## src/core/priv_xfer_pkg.sv

```systemverilog
// Shared constants and carriers for the privilege transfer unit
package priv_xfer_pkg;
    // Register offsets (byte addresses)
    localparam logic [7:0] OFF_CTRL = 8'h00;
    localparam logic [7:0] OFF_CMD = 8'h04;
    localparam logic [7:0] OFF_STATUS = 8'h08;
    localparam logic [7:0] OFF_ENTRY_CS = 8'h0c;
    localparam logic [7:0] OFF_ENTRY_TGT_LO = 8'h10;
    localparam logic [7:0] OFF_ENTRY_TGT_HI = 8'h14;
    localparam logic [7:0] OFF_ENTRY_STK_LO = 8'h18;
    localparam logic [7:0] OFF_ENTRY_STK_HI = 8'h1c;
    localparam logic [7:0] OFF_OPA_LO = 8'h20;
    localparam logic [7:0] OFF_OPA_HI = 8'h24;
    localparam logic [7:0] OFF_OPB_LO = 8'h28;
    localparam logic [7:0] OFF_OPB_HI = 8'h2c;
    localparam logic [7:0] OFF_OPC = 8'h30;
    localparam logic [7:0] OFF_TSS_SP_LO = 8'h34;
    localparam logic [7:0] OFF_TSS_SP_HI = 8'h38;
    localparam logic [7:0] OFF_DSEG = 8'h3c;
    localparam logic [7:0] OFF_CUR = 8'h40;
    localparam logic [7:0] OFF_SP_LO = 8'h44;
    localparam logic [7:0] OFF_SP_HI = 8'h48;
    localparam logic [7:0] OFF_IP_LO = 8'h4c;
    localparam logic [7:0] OFF_IP_HI = 8'h50;
    localparam logic [7:0] OFF_SEGS = 8'h54;
    localparam logic [7:0] OFF_DATA_SEL = 8'h58;
    localparam logic [7:0] OFF_FRAME0 = 8'h60;
    localparam int FRAME_WORDS = 8;
    // Control fields
    localparam int CTRL_LONG = 0;
    localparam int CTRL_M64 = 1;
    // Command codes
    localparam logic [2:0] CMD_FAR_CALL = 3'h1;
    localparam logic [2:0] CMD_FAR_RET = 3'h2;
    localparam logic [2:0] CMD_NEAR_RET = 3'h3;
    localparam logic [2:0] CMD_INT_RET = 3'h4;
    localparam logic [2:0] CMD_ENTRY = 3'h5;
    localparam logic [2:0] CMD_EXIT = 3'h6;
    localparam logic [2:0] CMD_EXIT_W = 3'h7;
    // Fixed selector offsets and frame layout
    localparam logic [15:0] ENTRY_SS_ADD = 16'h0008;
    localparam logic [15:0] EXIT_CS_ADD = 16'h0010;
    localparam logic [15:0] EXIT_SS_ADD = 16'h0018;
    localparam logic [15:0] EXITW_CS_ADD = 16'h0020;
    localparam logic [15:0] EXITW_SS_ADD = 16'h0028;
    localparam logic [63:0] SLOT_BYTES = 64'h8;
    localparam logic [31:0] FLAT_LIMIT = 32'h0fffffff;
    localparam logic [1:0] LEVEL_TOP = 2'h0;
    localparam logic [1:0] LEVEL_USER = 2'h3;
    localparam logic [15:0] NULL_SEL = 16'h0000;
    // Fault codes
    localparam logic [1:0] FLT_NONE = 2'h0;
    localparam logic [1:0] FLT_GP = 2'h1;
    localparam logic [1:0] FLT_LIMIT = 2'h2;

    typedef struct packed {
        logic [15:0] sel;
        logic [1:0] descriptor_priv_level;
        logic conforming;
        logic isData;
        logic [31:0] limit;
    } seg_type;

    typedef struct packed {
        logic [15:0] codeSel;
        logic [15:0] stackSel;
        logic [63:0] ip;
        logic [63:0] sp;
        logic longCode;
        logic [31:0] csLimit;
        logic [31:0] ssLimit;
    } target_type;

    function automatic logic [1:0] rplOf(input logic [15:0] sel);
        return sel[1:0];
    endfunction
endpackage

```

## src/core/data_seg_scrub.sv

```systemverilog
// Scrubs one data segment register after an outward return
`timescale 1ns/1ps
module data_seg_scrub
(
    input wire logic [15:0] selIn,
    input wire logic [1:0] segDpl,
    input wire logic segConforming,
    input wire logic [1:0] newLevel,
    output logic [15:0] selOut
);
    // Conforming code stays reachable at any level
    always_comb
    begin
        if (segDpl < newLevel && !segConforming)
            selOut = priv_xfer_pkg::NULL_SEL;
        else
            selOut = selIn;
    end
endmodule // data_seg_scrub

```

## src/core/fast_xfer_gen.sv

```systemverilog
// Builds fast entry and exit target state
`timescale 1ns/1ps
module fast_xfer_gen
(
    input wire logic [2:0] cmd,
    input wire logic longActive,
    input wire logic [15:0] entryCodeSel,
    input wire logic [63:0] entryTarget,
    input wire logic [63:0] entryStack,
    input wire logic [63:0] dReg,
    input wire logic [63:0] cReg,
    output priv_xfer_pkg::target_type tgt
);
    always_comb
    begin
        tgt = '0;
        tgt.csLimit = priv_xfer_pkg::FLAT_LIMIT;
        tgt.ssLimit = priv_xfer_pkg::FLAT_LIMIT;
        case (cmd)
            priv_xfer_pkg::CMD_ENTRY:
            begin
                tgt.codeSel = entryCodeSel;
                tgt.stackSel = entryCodeSel + priv_xfer_pkg::ENTRY_SS_ADD;
                // Upper halves ignored outside the wide mode
                tgt.ip = longActive ? entryTarget : {32'h0, entryTarget[31:0]};
                tgt.sp = longActive ? entryStack : {32'h0, entryStack[31:0]};
                tgt.longCode = longActive;
            end
            priv_xfer_pkg::CMD_EXIT_W:
            begin
                tgt.codeSel = entryCodeSel + priv_xfer_pkg::EXITW_CS_ADD;
                tgt.stackSel = entryCodeSel + priv_xfer_pkg::EXITW_SS_ADD;
                tgt.ip = dReg;
                tgt.sp = cReg;
                tgt.longCode = 1'b1;
            end
            default:
            begin
                tgt.codeSel = entryCodeSel + priv_xfer_pkg::EXIT_CS_ADD;
                tgt.stackSel = entryCodeSel + priv_xfer_pkg::EXIT_SS_ADD;
                tgt.ip = {32'h0, dReg[31:0]};
                tgt.sp = {32'h0, cReg[31:0]};
                tgt.longCode = 1'b0;
            end
        endcase
    end
endmodule // fast_xfer_gen

```

## src/core/privilege_transfer_unit.sv

```systemverilog
// Privilege transfer engine with an AXI4-Lite register port
`timescale 1ns/1ps
module privilege_transfer_unit
(
    input wire logic clk,
    input wire logic arst_n,
    input wire logic [7:0] s_axi_awaddr,
    input wire logic s_axi_awvalid,
    output logic s_axi_awready,
    input wire logic [31:0] s_axi_wdata,
    input wire logic [3:0] s_axi_wstrb,
    input wire logic s_axi_wvalid,
    output logic s_axi_wready,
    output logic [1:0] s_axi_bresp,
    output logic s_axi_bvalid,
    input wire logic s_axi_bready,
    input wire logic [7:0] s_axi_araddr,
    input wire logic s_axi_arvalid,
    output logic s_axi_arready,
    output logic [31:0] s_axi_rdata,
    output logic [1:0] s_axi_rresp,
    output logic s_axi_rvalid,
    input wire logic s_axi_rready
);
    typedef enum logic [2:0]
    {
        IDLE_ST = 3'b001,
        EXEC_ST = 3'b010,
        DONE_ST = 3'b100
    } state_type;

    localparam int FRAME_WORDS4 = priv_xfer_pkg::FRAME_WORDS;
    // Software visible state
    logic [1:0] ctrl_q, ctrl_d;
    logic [15:0] entryCs_q, entryCs_d;
    logic [63:0] entryTgt_q, entryTgt_d, entryStk_q, entryStk_d;
    logic [63:0] opA_q, opA_d, opB_q, opB_d, tssSp_q, tssSp_d;
    logic [31:0] opC_q, opC_d;
    logic [31:0] dseg_q, dseg_d;
    logic [1:0] cpl_q, cpl_d;
    logic [63:0] sp_q, sp_d, ip_q, ip_d;
    logic [15:0] cs_q, cs_d, ss_q, ss_d;
    logic [31:0] csLim_q, csLim_d, ssLim_q, ssLim_d;
    logic longCode_q, longCode_d, ssLoaded_q, ssLoaded_d;
    logic [15:0] dsel_q [4], dsel_d [4];
    logic [63:0] frame_q [FRAME_WORDS4], frame_d [FRAME_WORDS4];
    logic [1:0] fault_q, fault_d;
    logic [2:0] cmd_q, cmd_d;
    state_type state_q, state_d;
    // Bus handshake state
    logic awHeld_q, awHeld_d, wHeld_q, wHeld_d, bValid_q, bValid_d;
    logic [7:0] awAddr_q, awAddr_d, arAddr_q, arAddr_d;
    logic [31:0] wData_q, wData_d, rData_q, rData_d;
    logic rValid_q, rValid_d, bErr_q, bErr_d, rErr_q, rErr_d;

    priv_xfer_pkg::target_type fastTgt;
    logic [15:0] scrubbed [4];
    logic [1:0] newLevel;

    fast_xfer_gen u_fast
    (
        .cmd(cmd_q),
        .longActive(ctrl_q[priv_xfer_pkg::CTRL_LONG]),
        .entryCodeSel(entryCs_q),
        .entryTarget(entryTgt_q),
        .entryStack(entryStk_q),
        .dReg(opA_q),
        .cReg(opB_q),
        .tgt(fastTgt)
    );

    // Data segment descriptors packed 8 bits each: dpl[1:0], conforming
    assign newLevel = priv_xfer_pkg::rplOf(frame_q[1][15:0]);
    for (genvar g = 0; g < 4; g++)
    begin : g_scrub
        data_seg_scrub u_scrub
        (
            .selIn(dsel_q[g]),
            .segDpl(dseg_q[8*g +: 2]),
            .segConforming(dseg_q[8*g+2]),
            .newLevel(newLevel),
            .selOut(scrubbed[g])
        );
    end

    function automatic logic [31:0] merge(input logic [31:0] old,
        input logic [31:0] val, input logic [3:0] strb);
        logic [31:0] r;
        r = old;
        for (int i = 0; i < 4; i++)
            if (strb[i])
                r[8*i +: 8] = val[8*i +: 8];
        return r;
    endfunction

    // Frame window starts off an eight-word boundary, so rebase first
    function automatic logic [2:0] slotOf(input logic [7:0] a);
        return 3'((a - priv_xfer_pkg::OFF_FRAME0) >> 3);
    endfunction

    logic wrFire, rdFire;
    assign s_axi_awready = !awHeld_q && !bValid_q;
    assign s_axi_wready = !wHeld_q && !bValid_q;
    assign s_axi_arready = !rValid_q;
    assign wrFire = awHeld_q && wHeld_q && !bValid_q;
    assign rdFire = s_axi_arvalid && !rValid_q;
    assign s_axi_bvalid = bValid_q;
    assign s_axi_bresp = bErr_q ? 2'h2 : 2'h0;
    assign s_axi_rvalid = rValid_q;
    assign s_axi_rdata = rData_q;
    assign s_axi_rresp = rErr_q ? 2'h2 : 2'h0;

    always_comb
    begin
        logic [31:0] rd;
        logic hit;
        logic [63:0] spx;
        rd = 32'h0;
        hit = 1'b1;
        spx = 64'h0;
        {ctrl_d, entryCs_d, entryTgt_d, entryStk_d} =
            {ctrl_q, entryCs_q, entryTgt_q, entryStk_q};
        {opA_d, opB_d, opC_d, tssSp_d, dseg_d} =
            {opA_q, opB_q, opC_q, tssSp_q, dseg_q};
        {cpl_d, sp_d, ip_d, cs_d, ss_d} = {cpl_q, sp_q, ip_q, cs_q, ss_q};
        {csLim_d, ssLim_d, longCode_d, ssLoaded_d} =
            {csLim_q, ssLim_q, longCode_q, ssLoaded_q};
        dsel_d = dsel_q;
        frame_d = frame_q;
        {fault_d, cmd_d, state_d} = {fault_q, cmd_q, state_q};
        awHeld_d = awHeld_q || s_axi_awvalid;
        wHeld_d = wHeld_q || s_axi_wvalid;
        awAddr_d = (!awHeld_q && s_axi_awvalid) ? s_axi_awaddr : awAddr_q;
        wData_d = (!wHeld_q && s_axi_wvalid) ? s_axi_wdata : wData_q;
        bValid_d = bValid_q && !s_axi_bready;
        bErr_d = bErr_q;
        rValid_d = rValid_q && !s_axi_rready;
        rData_d = rData_q;
        rErr_d = rErr_q;
        arAddr_d = arAddr_q;

        if (wrFire)
        begin
            awHeld_d = 1'b0;
            wHeld_d = 1'b0;
            bValid_d = 1'b1;
            bErr_d = 1'b0;
            case (awAddr_q)
                priv_xfer_pkg::OFF_CTRL:
                    ctrl_d = 2'(merge({30'h0, ctrl_q}, wData_q, s_axi_wstrb));
                priv_xfer_pkg::OFF_CMD:
                    if (state_q == IDLE_ST && wData_q[2:0] != 3'h0)
                    begin
                        cmd_d = wData_q[2:0];
                        fault_d = priv_xfer_pkg::FLT_NONE;
                        state_d = EXEC_ST;
                    end
                priv_xfer_pkg::OFF_ENTRY_CS: entryCs_d = wData_q[15:0];
                priv_xfer_pkg::OFF_ENTRY_TGT_LO: entryTgt_d[31:0] = wData_q;
                priv_xfer_pkg::OFF_ENTRY_TGT_HI: entryTgt_d[63:32] = wData_q;
                priv_xfer_pkg::OFF_ENTRY_STK_LO: entryStk_d[31:0] = wData_q;
                priv_xfer_pkg::OFF_ENTRY_STK_HI: entryStk_d[63:32] = wData_q;
                priv_xfer_pkg::OFF_OPA_LO: opA_d[31:0] = wData_q;
                priv_xfer_pkg::OFF_OPA_HI: opA_d[63:32] = wData_q;
                priv_xfer_pkg::OFF_OPB_LO: opB_d[31:0] = wData_q;
                priv_xfer_pkg::OFF_OPB_HI: opB_d[63:32] = wData_q;
                priv_xfer_pkg::OFF_OPC: opC_d = wData_q;
                priv_xfer_pkg::OFF_TSS_SP_LO: tssSp_d[31:0] = wData_q;
                priv_xfer_pkg::OFF_TSS_SP_HI: tssSp_d[63:32] = wData_q;
                priv_xfer_pkg::OFF_DSEG: dseg_d = wData_q;
                priv_xfer_pkg::OFF_CUR:
                begin
                    cpl_d = wData_q[1:0];
                    cs_d = wData_q[31:16];
                end
                priv_xfer_pkg::OFF_SP_LO: sp_d[31:0] = wData_q;
                priv_xfer_pkg::OFF_SP_HI: sp_d[63:32] = wData_q;
                priv_xfer_pkg::OFF_IP_LO: csLim_d = wData_q;
                priv_xfer_pkg::OFF_SEGS: ss_d = wData_q[15:0];
                priv_xfer_pkg::OFF_DATA_SEL:
                    for (int i = 0; i < 2; i++)
                        dsel_d[i] = wData_q[16*i +: 16];
                default:
                    if (awAddr_q >= priv_xfer_pkg::OFF_FRAME0 &&
                        awAddr_q < priv_xfer_pkg::OFF_FRAME0 + 8'h40)
                    begin
                        if (awAddr_q[2])
                            frame_d[slotOf(awAddr_q)][63:32] = wData_q;
                        else
                            frame_d[slotOf(awAddr_q)][31:0] = wData_q;
                    end
                    else
                        bErr_d = 1'b1;
            endcase
        end

        if (rdFire)
        begin
            case (s_axi_araddr)
                priv_xfer_pkg::OFF_CTRL: rd = {30'h0, ctrl_q};
                priv_xfer_pkg::OFF_STATUS:
                    rd = {24'h0, ssLoaded_q, longCode_q, fault_q, 1'b0,
                        state_q};
                priv_xfer_pkg::OFF_ENTRY_CS: rd = {16'h0, entryCs_q};
                priv_xfer_pkg::OFF_CUR: rd = {cs_q, 14'h0, cpl_q};
                priv_xfer_pkg::OFF_SP_LO: rd = sp_q[31:0];
                priv_xfer_pkg::OFF_SP_HI: rd = sp_q[63:32];
                priv_xfer_pkg::OFF_IP_LO: rd = ip_q[31:0];
                priv_xfer_pkg::OFF_IP_HI: rd = ip_q[63:32];
                priv_xfer_pkg::OFF_SEGS: rd = {16'h0, ss_q};
                priv_xfer_pkg::OFF_DATA_SEL: rd = {dsel_q[1], dsel_q[0]};
                priv_xfer_pkg::OFF_DSEG: rd = dseg_q;
                default:
                    if (s_axi_araddr >= priv_xfer_pkg::OFF_FRAME0 &&
                        s_axi_araddr < priv_xfer_pkg::OFF_FRAME0 + 8'h40)
                        rd = s_axi_araddr[2] ?
                            frame_q[slotOf(s_axi_araddr)][63:32] :
                            frame_q[slotOf(s_axi_araddr)][31:0];
                    else
                        hit = 1'b0;
            endcase
            rValid_d = 1'b1;
            rData_d = rd;
            rErr_d = !hit;
            arAddr_d = s_axi_araddr;
        end

        case (state_q)
            IDLE_ST: ;
            EXEC_ST:
            begin
                state_d = DONE_ST;
                case (cmd_q)
                    priv_xfer_pkg::CMD_FAR_CALL:
                    begin
                        // Target level from opC[1:0]; gate count in opC
                        // upper bits is not read by the far call (far return reads opC[31:16])
                        frame_d[0] = ip_q;
                        frame_d[1] = {48'h0, cs_q};
                        frame_d[2] = sp_q;
                        frame_d[3] = {48'h0, ss_q};
                        sp_d = tssSp_q - 4 * priv_xfer_pkg::SLOT_BYTES;
                        ss_d = {priv_xfer_pkg::NULL_SEL[15:2], opC_q[1:0]};
                        ssLoaded_d = 1'b0;
                        cpl_d = opC_q[1:0];
                        cs_d = opA_q[15:0];
                        ip_d = opB_q;
                    end
                    priv_xfer_pkg::CMD_NEAR_RET:
                        if (frame_q[0] > {32'h0, csLim_q})
                            fault_d = priv_xfer_pkg::FLT_GP;
                        else
                        begin
                            ip_d = frame_q[0];
                            sp_d = sp_q + priv_xfer_pkg::SLOT_BYTES;
                        end
                    priv_xfer_pkg::CMD_FAR_RET:
                        // Saved code selector requested level vs current
                        if (newLevel < cpl_q || newLevel < opA_q[1:0])
                            fault_d = priv_xfer_pkg::FLT_GP;
                        else
                        begin
                            ip_d = frame_q[0];
                            cs_d = frame_q[1][15:0];
                            spx = sp_q + 2 * priv_xfer_pkg::SLOT_BYTES;
                            if (newLevel > cpl_q)
                            begin
                                spx = spx + {48'h0, opC_q[31:16]};
                                if (frame_q[0][31:0] > opB_q[31:0])
                                    fault_d = priv_xfer_pkg::FLT_LIMIT;
                                // Popped NULL means no descriptor load
                                ss_d = frame_q[3][15:0];
                                ssLoaded_d = frame_q[3][15:2] != 14'h0;
                                spx = frame_q[2];
                                for (int i = 0; i < 4; i++)
                                    dsel_d[i] = scrubbed[i];
                                cpl_d = newLevel;
                            end
                            // Unchecked against the stack limit
                            sp_d = spx + {48'h0, opC_q[31:16]};
                        end
                    priv_xfer_pkg::CMD_INT_RET:
                        if (frame_q[3][15:2] == 14'h0 &&
                            !(ctrl_q[priv_xfer_pkg::CTRL_M64] &&
                            newLevel != priv_xfer_pkg::LEVEL_USER))
                            fault_d = priv_xfer_pkg::FLT_GP;
                        else
                        begin
                            ss_d = frame_q[3][15:0];
                            ssLoaded_d = frame_q[3][15:2] != 14'h0;
                            ip_d = frame_q[0];
                            cs_d = frame_q[1][15:0];
                            cpl_d = newLevel;
                        end
                    priv_xfer_pkg::CMD_ENTRY:
                    begin
                        // Accepted from every level
                        cs_d = fastTgt.codeSel;
                        ss_d = fastTgt.stackSel;
                        ip_d = fastTgt.ip;
                        sp_d = fastTgt.sp;
                        longCode_d = fastTgt.longCode;
                        csLim_d = fastTgt.csLimit;
                        ssLim_d = fastTgt.ssLimit;
                        cpl_d = priv_xfer_pkg::LEVEL_TOP;
                    end
                    default:
                        if (cpl_q != priv_xfer_pkg::LEVEL_TOP)
                            fault_d = priv_xfer_pkg::FLT_GP;
                        else
                        begin
                            cs_d = fastTgt.codeSel;
                            ss_d = fastTgt.stackSel;
                            ip_d = fastTgt.ip;
                            sp_d = fastTgt.sp;
                            longCode_d = fastTgt.longCode;
                            cpl_d = priv_xfer_pkg::LEVEL_USER;
                        end
                endcase
            end
            DONE_ST: state_d = IDLE_ST;
            default: state_d = IDLE_ST;
        endcase
    end

    always_ff @(posedge clk or negedge arst_n)
    begin
        if (!arst_n)
        begin
            {ctrl_q, entryCs_q, entryTgt_q, entryStk_q} <= '0;
            {opA_q, opB_q, opC_q, tssSp_q, dseg_q} <= '0;
            {cpl_q, sp_q, ip_q, cs_q, ss_q} <= '0;
            {csLim_q, ssLim_q, longCode_q, ssLoaded_q} <= '0;
            dsel_q <= '{default: 16'h0};
            frame_q <= '{default: 64'h0};
            {fault_q, cmd_q} <= '0;
            state_q <= IDLE_ST;
            {awHeld_q, wHeld_q, bValid_q, bErr_q} <= '0;
            {rValid_q, rErr_q, awAddr_q, arAddr_q} <= '0;
            {wData_q, rData_q} <= '0;
        end
        else
        begin
            {ctrl_q, entryCs_q, entryTgt_q, entryStk_q} <=
                {ctrl_d, entryCs_d, entryTgt_d, entryStk_d};
            {opA_q, opB_q, opC_q, tssSp_q, dseg_q} <=
                {opA_d, opB_d, opC_d, tssSp_d, dseg_d};
            {cpl_q, sp_q, ip_q, cs_q, ss_q} <= {cpl_d, sp_d, ip_d, cs_d, ss_d};
            {csLim_q, ssLim_q, longCode_q, ssLoaded_q} <=
                {csLim_d, ssLim_d, longCode_d, ssLoaded_d};
            dsel_q <= dsel_d;
            frame_q <= frame_d;
            {fault_q, cmd_q} <= {fault_d, cmd_d};
            state_q <= state_d;
            {awHeld_q, wHeld_q, bValid_q, bErr_q} <=
                {awHeld_d, wHeld_d, bValid_d, bErr_d};
            {rValid_q, rErr_q, awAddr_q, arAddr_q} <=
                {rValid_d, rErr_d, awAddr_d, arAddr_d};
            {wData_q, rData_q} <= {wData_d, rData_d};
        end
    end
endmodule // privilege_transfer_unit

```

## config.mk

```make
export PLATFORM = sky130hd
export DESIGN_NAME = privilege_transfer_unit
export DESIGN_NICKNAME = d
export VERILOG_FILES = /design/src/core/priv_xfer_pkg.sv /design/src/core/data_seg_scrub.sv /design/src/core/fast_xfer_gen.sv /design/src/core/privilege_transfer_unit.sv
export SDC_FILE = /design/constraint.sdc
export NUM_CORES = 2
export LEC_CHECK = 0
export BUFFER_PORTS_ARGS = -buffer_cell sky130_fd_sc_hd__buf_4
export CORE_ASPECT_RATIO = 0.5
export CORE_UTILIZATION = 25
export DETAILED_ROUTE_END_ITERATION = 16
export PLACE_DENSITY_LB_ADDON = 0.12
export SLEW_MARGIN = 10
export SYNTH_ARGS = -nofsm -noshare
export SYNTH_HDL_FRONTEND = slang
export SYNTH_HIERARCHICAL = 1
export SYNTH_SLANG_ARGS = --single-unit
```

## constraint.sdc

```tcl
create_clock -name clk -period 7.6 [get_ports clk]
set_input_delay 0.76 -clock clk [delete_from_list [all_inputs] [get_ports clk]]
set_output_delay 0.76 -clock clk [all_outputs]
set_load 0.02 [all_outputs]
```

==> metrics.csv <==
metric,value,unit
status,"finished, violations left",
failing checks,"design-rule violations, max-slew violations",
clock buffer count from CTS,148,
die footprint,281000,µm²
syn_area_per_cell,10.6,µm²
Pwr Density,386,nW/µm²
WP data required,8.26,ns
remaining global-route overflow,0,
"antenna viol nets, final",0,
multi-input logic area,36700,µm²
RSZ-0062 raised after global routing,no,
Cells after Synth,6613,
Gate power share,42.9,%
Max-Cap Viols,0,
largest net degree at the start of global routing,158,
Post-Place Setup Slack,2.09,ns
Area growth syn-to-layout,13.2,%
initial antenna violation count,54,
Slew @ Worst Pin,1.51,ns
total routed wirelength,345000,µm
Final HPWL DP,236000,µm
Initial Util,25.3,%
Root Driver,clkbuf_16,
first-pass GRT wire length,476000,µm
die width,749,µm
via count of the first global-routing pass,55000,
total core area,276000,µm²
Placed Area,74400,µm²
clock slew at reported path FFs,0.07,ns
relative slew slack,-0.605,%
Switching Fraction,46.3,%
depth of the CTS H-tree,4,
cell area after synthesis,69800,µm²
height of the die,376,µm
Post-CTS Setup Inserts,0,
Final period util,75.4,%
overall routing resource usage,23.9,%
Ys Warns,6,
Hold Crit Depth,2,
Post-CTS Hold Fix Bufs,1,
IO buf count,94,
fin area,79000,µm²
sequential power share,34.0,%
fin. max-slew vios,1,
drt wl/cell,33.5,µm
Pint,16400,µW
CP cell instances,"nand2_1, nor4_2, buf_4, xnor2_1, o21ai_0, ha_1, and3_1, and4_1, o21ai_0, a211oi_2, buf_4, nand4_1, nor4_4, or3b_1, xor2_1, o21ai_1, o211ai_1",
CP arrival,6.39,ns
DR pass1 iterations,12,
clock sink total,1214,
WS Path Type,reg2reg,
worst hold path type,in2reg,
Static Leakage,0.0355,µW
number of fillers in the final layout,28800,
post_cts resized,0,
final setup margin,1.87,ns
layout cell share with drive strength beyond 1,24.6,%
num ports,100,
Nets,6589,
FF+latch area,30400,µm²
crit path launch type,flop,
Final Hold Fails,0,
highest clock rate,175,MHz
RePlAce Congestion,0.962,
final setup vio count,0,
Site Rows,136,
VDD IR-drop max,0.232,mV
critical path's slowest cell,dfrtp_1,
Via Count,56900,
CP endpoint kind,flop,
Switching Power,14100,µW
TritonCTS clock tree,built,
DRC errors left,4,
fin crit period,5.73,ns
Slowest Stage Delay on Critical Path,0.89,ns
clk buf depth,4,
setup TNS,0,ns
vias per cell,5.54,
"Max FO, Critical Path",12,
Clock power frac,23.1,%
total chip power,30500,µW
clock latency on the worst-skew pair,0.83,ns
Worst Reg-to-Reg Cells,17,
skew final,0.0610,ns
DRT iter0 DRCs,7139,
## final cells by class
| cell class | count | share of cell area (%) |
|---|---|---|
| Timing Repair Buffer | 295 | 2.97 |
| Multi-Input combinational cell | 4682 | 46.4 |
| Clock inverter | 42 | 0.396 |
| Antenna cell | 20 | 0.0633 |
| Inverter | 90 | 0.428 |
| Sequential cell | 1214 | 38.5 |
| Tap cell | 3726 | 5.90 |
| Clock buffer | 210 | 5.34 |
## critical path: cells and delay by family, from the launching register on
family	cells	cell delay, ns
and+or+nand+nor	7	2.49
AOI/OAI and AO/OA	5	1.19
DFF	1	0.89
buffers and inverters	2	0.48
adders and majority gates	1	0.27
xor gates and xnor gates	2	0.24
## power by group through the flow
stage                     Clock [µW]  Sequential [µW]  Combinational, µW
after floorplan                    0             8920               7900
after global placement             0            10400              12700
after detailed placement           0            10400              12700
after CTS                       7220            10300              12800
after global routing            7460            10500              13700
final                           7050            10400              13100
## per-stage QoR
step	hold slack, ns	cells	utilization, %
2_1_floorplan	0.446	6644	-
3_3_place_gp	0.476	10000	27.0
3_5_place_dp	0.481	10000	27.0
4_1_cts	0.0576	10300	28.6
5_1_grt	0.0927	10300	28.6
6_report	0.120	10300	28.6
## placed cells by master (no fill, tap or decap), drive strengths merged, types with 60 or more instances in the layout
cell type and n:
nor2 418, nand3 74, o31ai 69, a221oi 91, nor4 60, mux4 160
o22ai 113, clkbuf 210, buf 294, nor3 68, mux2 777, dfrtp 1213
xor2 100, o21ai 402, mux2i 393, nand4 66, a21oi 279, inv 96
nand2 699, xnor2 126, a22o 112, ha 97
## worst paths after layout
path / slack (ns) / endpoint / start
hold reg to reg: 0.50 / flop / flop
setup reg to reg: 1.87 / sp_q[58]$_DFF_PN0_ / sp_q[12]$_DFF_PN0_
setup / recovery: 1.87 / sp_q[58]$_DFF_PN0_ / sp_q[12]$_DFF_PN0_
max in group asynchronous: 5.12 / async pin / arst_n
min in group asynchronous: 0.50 / async pin / arst_n
hold / removal: 0.12 / s_axi_bvalid$_DFF_PN0_ / s_axi_bready
## metal layers
metal,wire (µm),GRT usage (%),vias to the layer above
met2,139000,33.5,2407
met1,165000,36.2,30200
met3,28700,5.33,458
li1,-,-,23800
met5,114,0,-
met4,10800,6.79,18
Power figures use the tool's default switching activity.
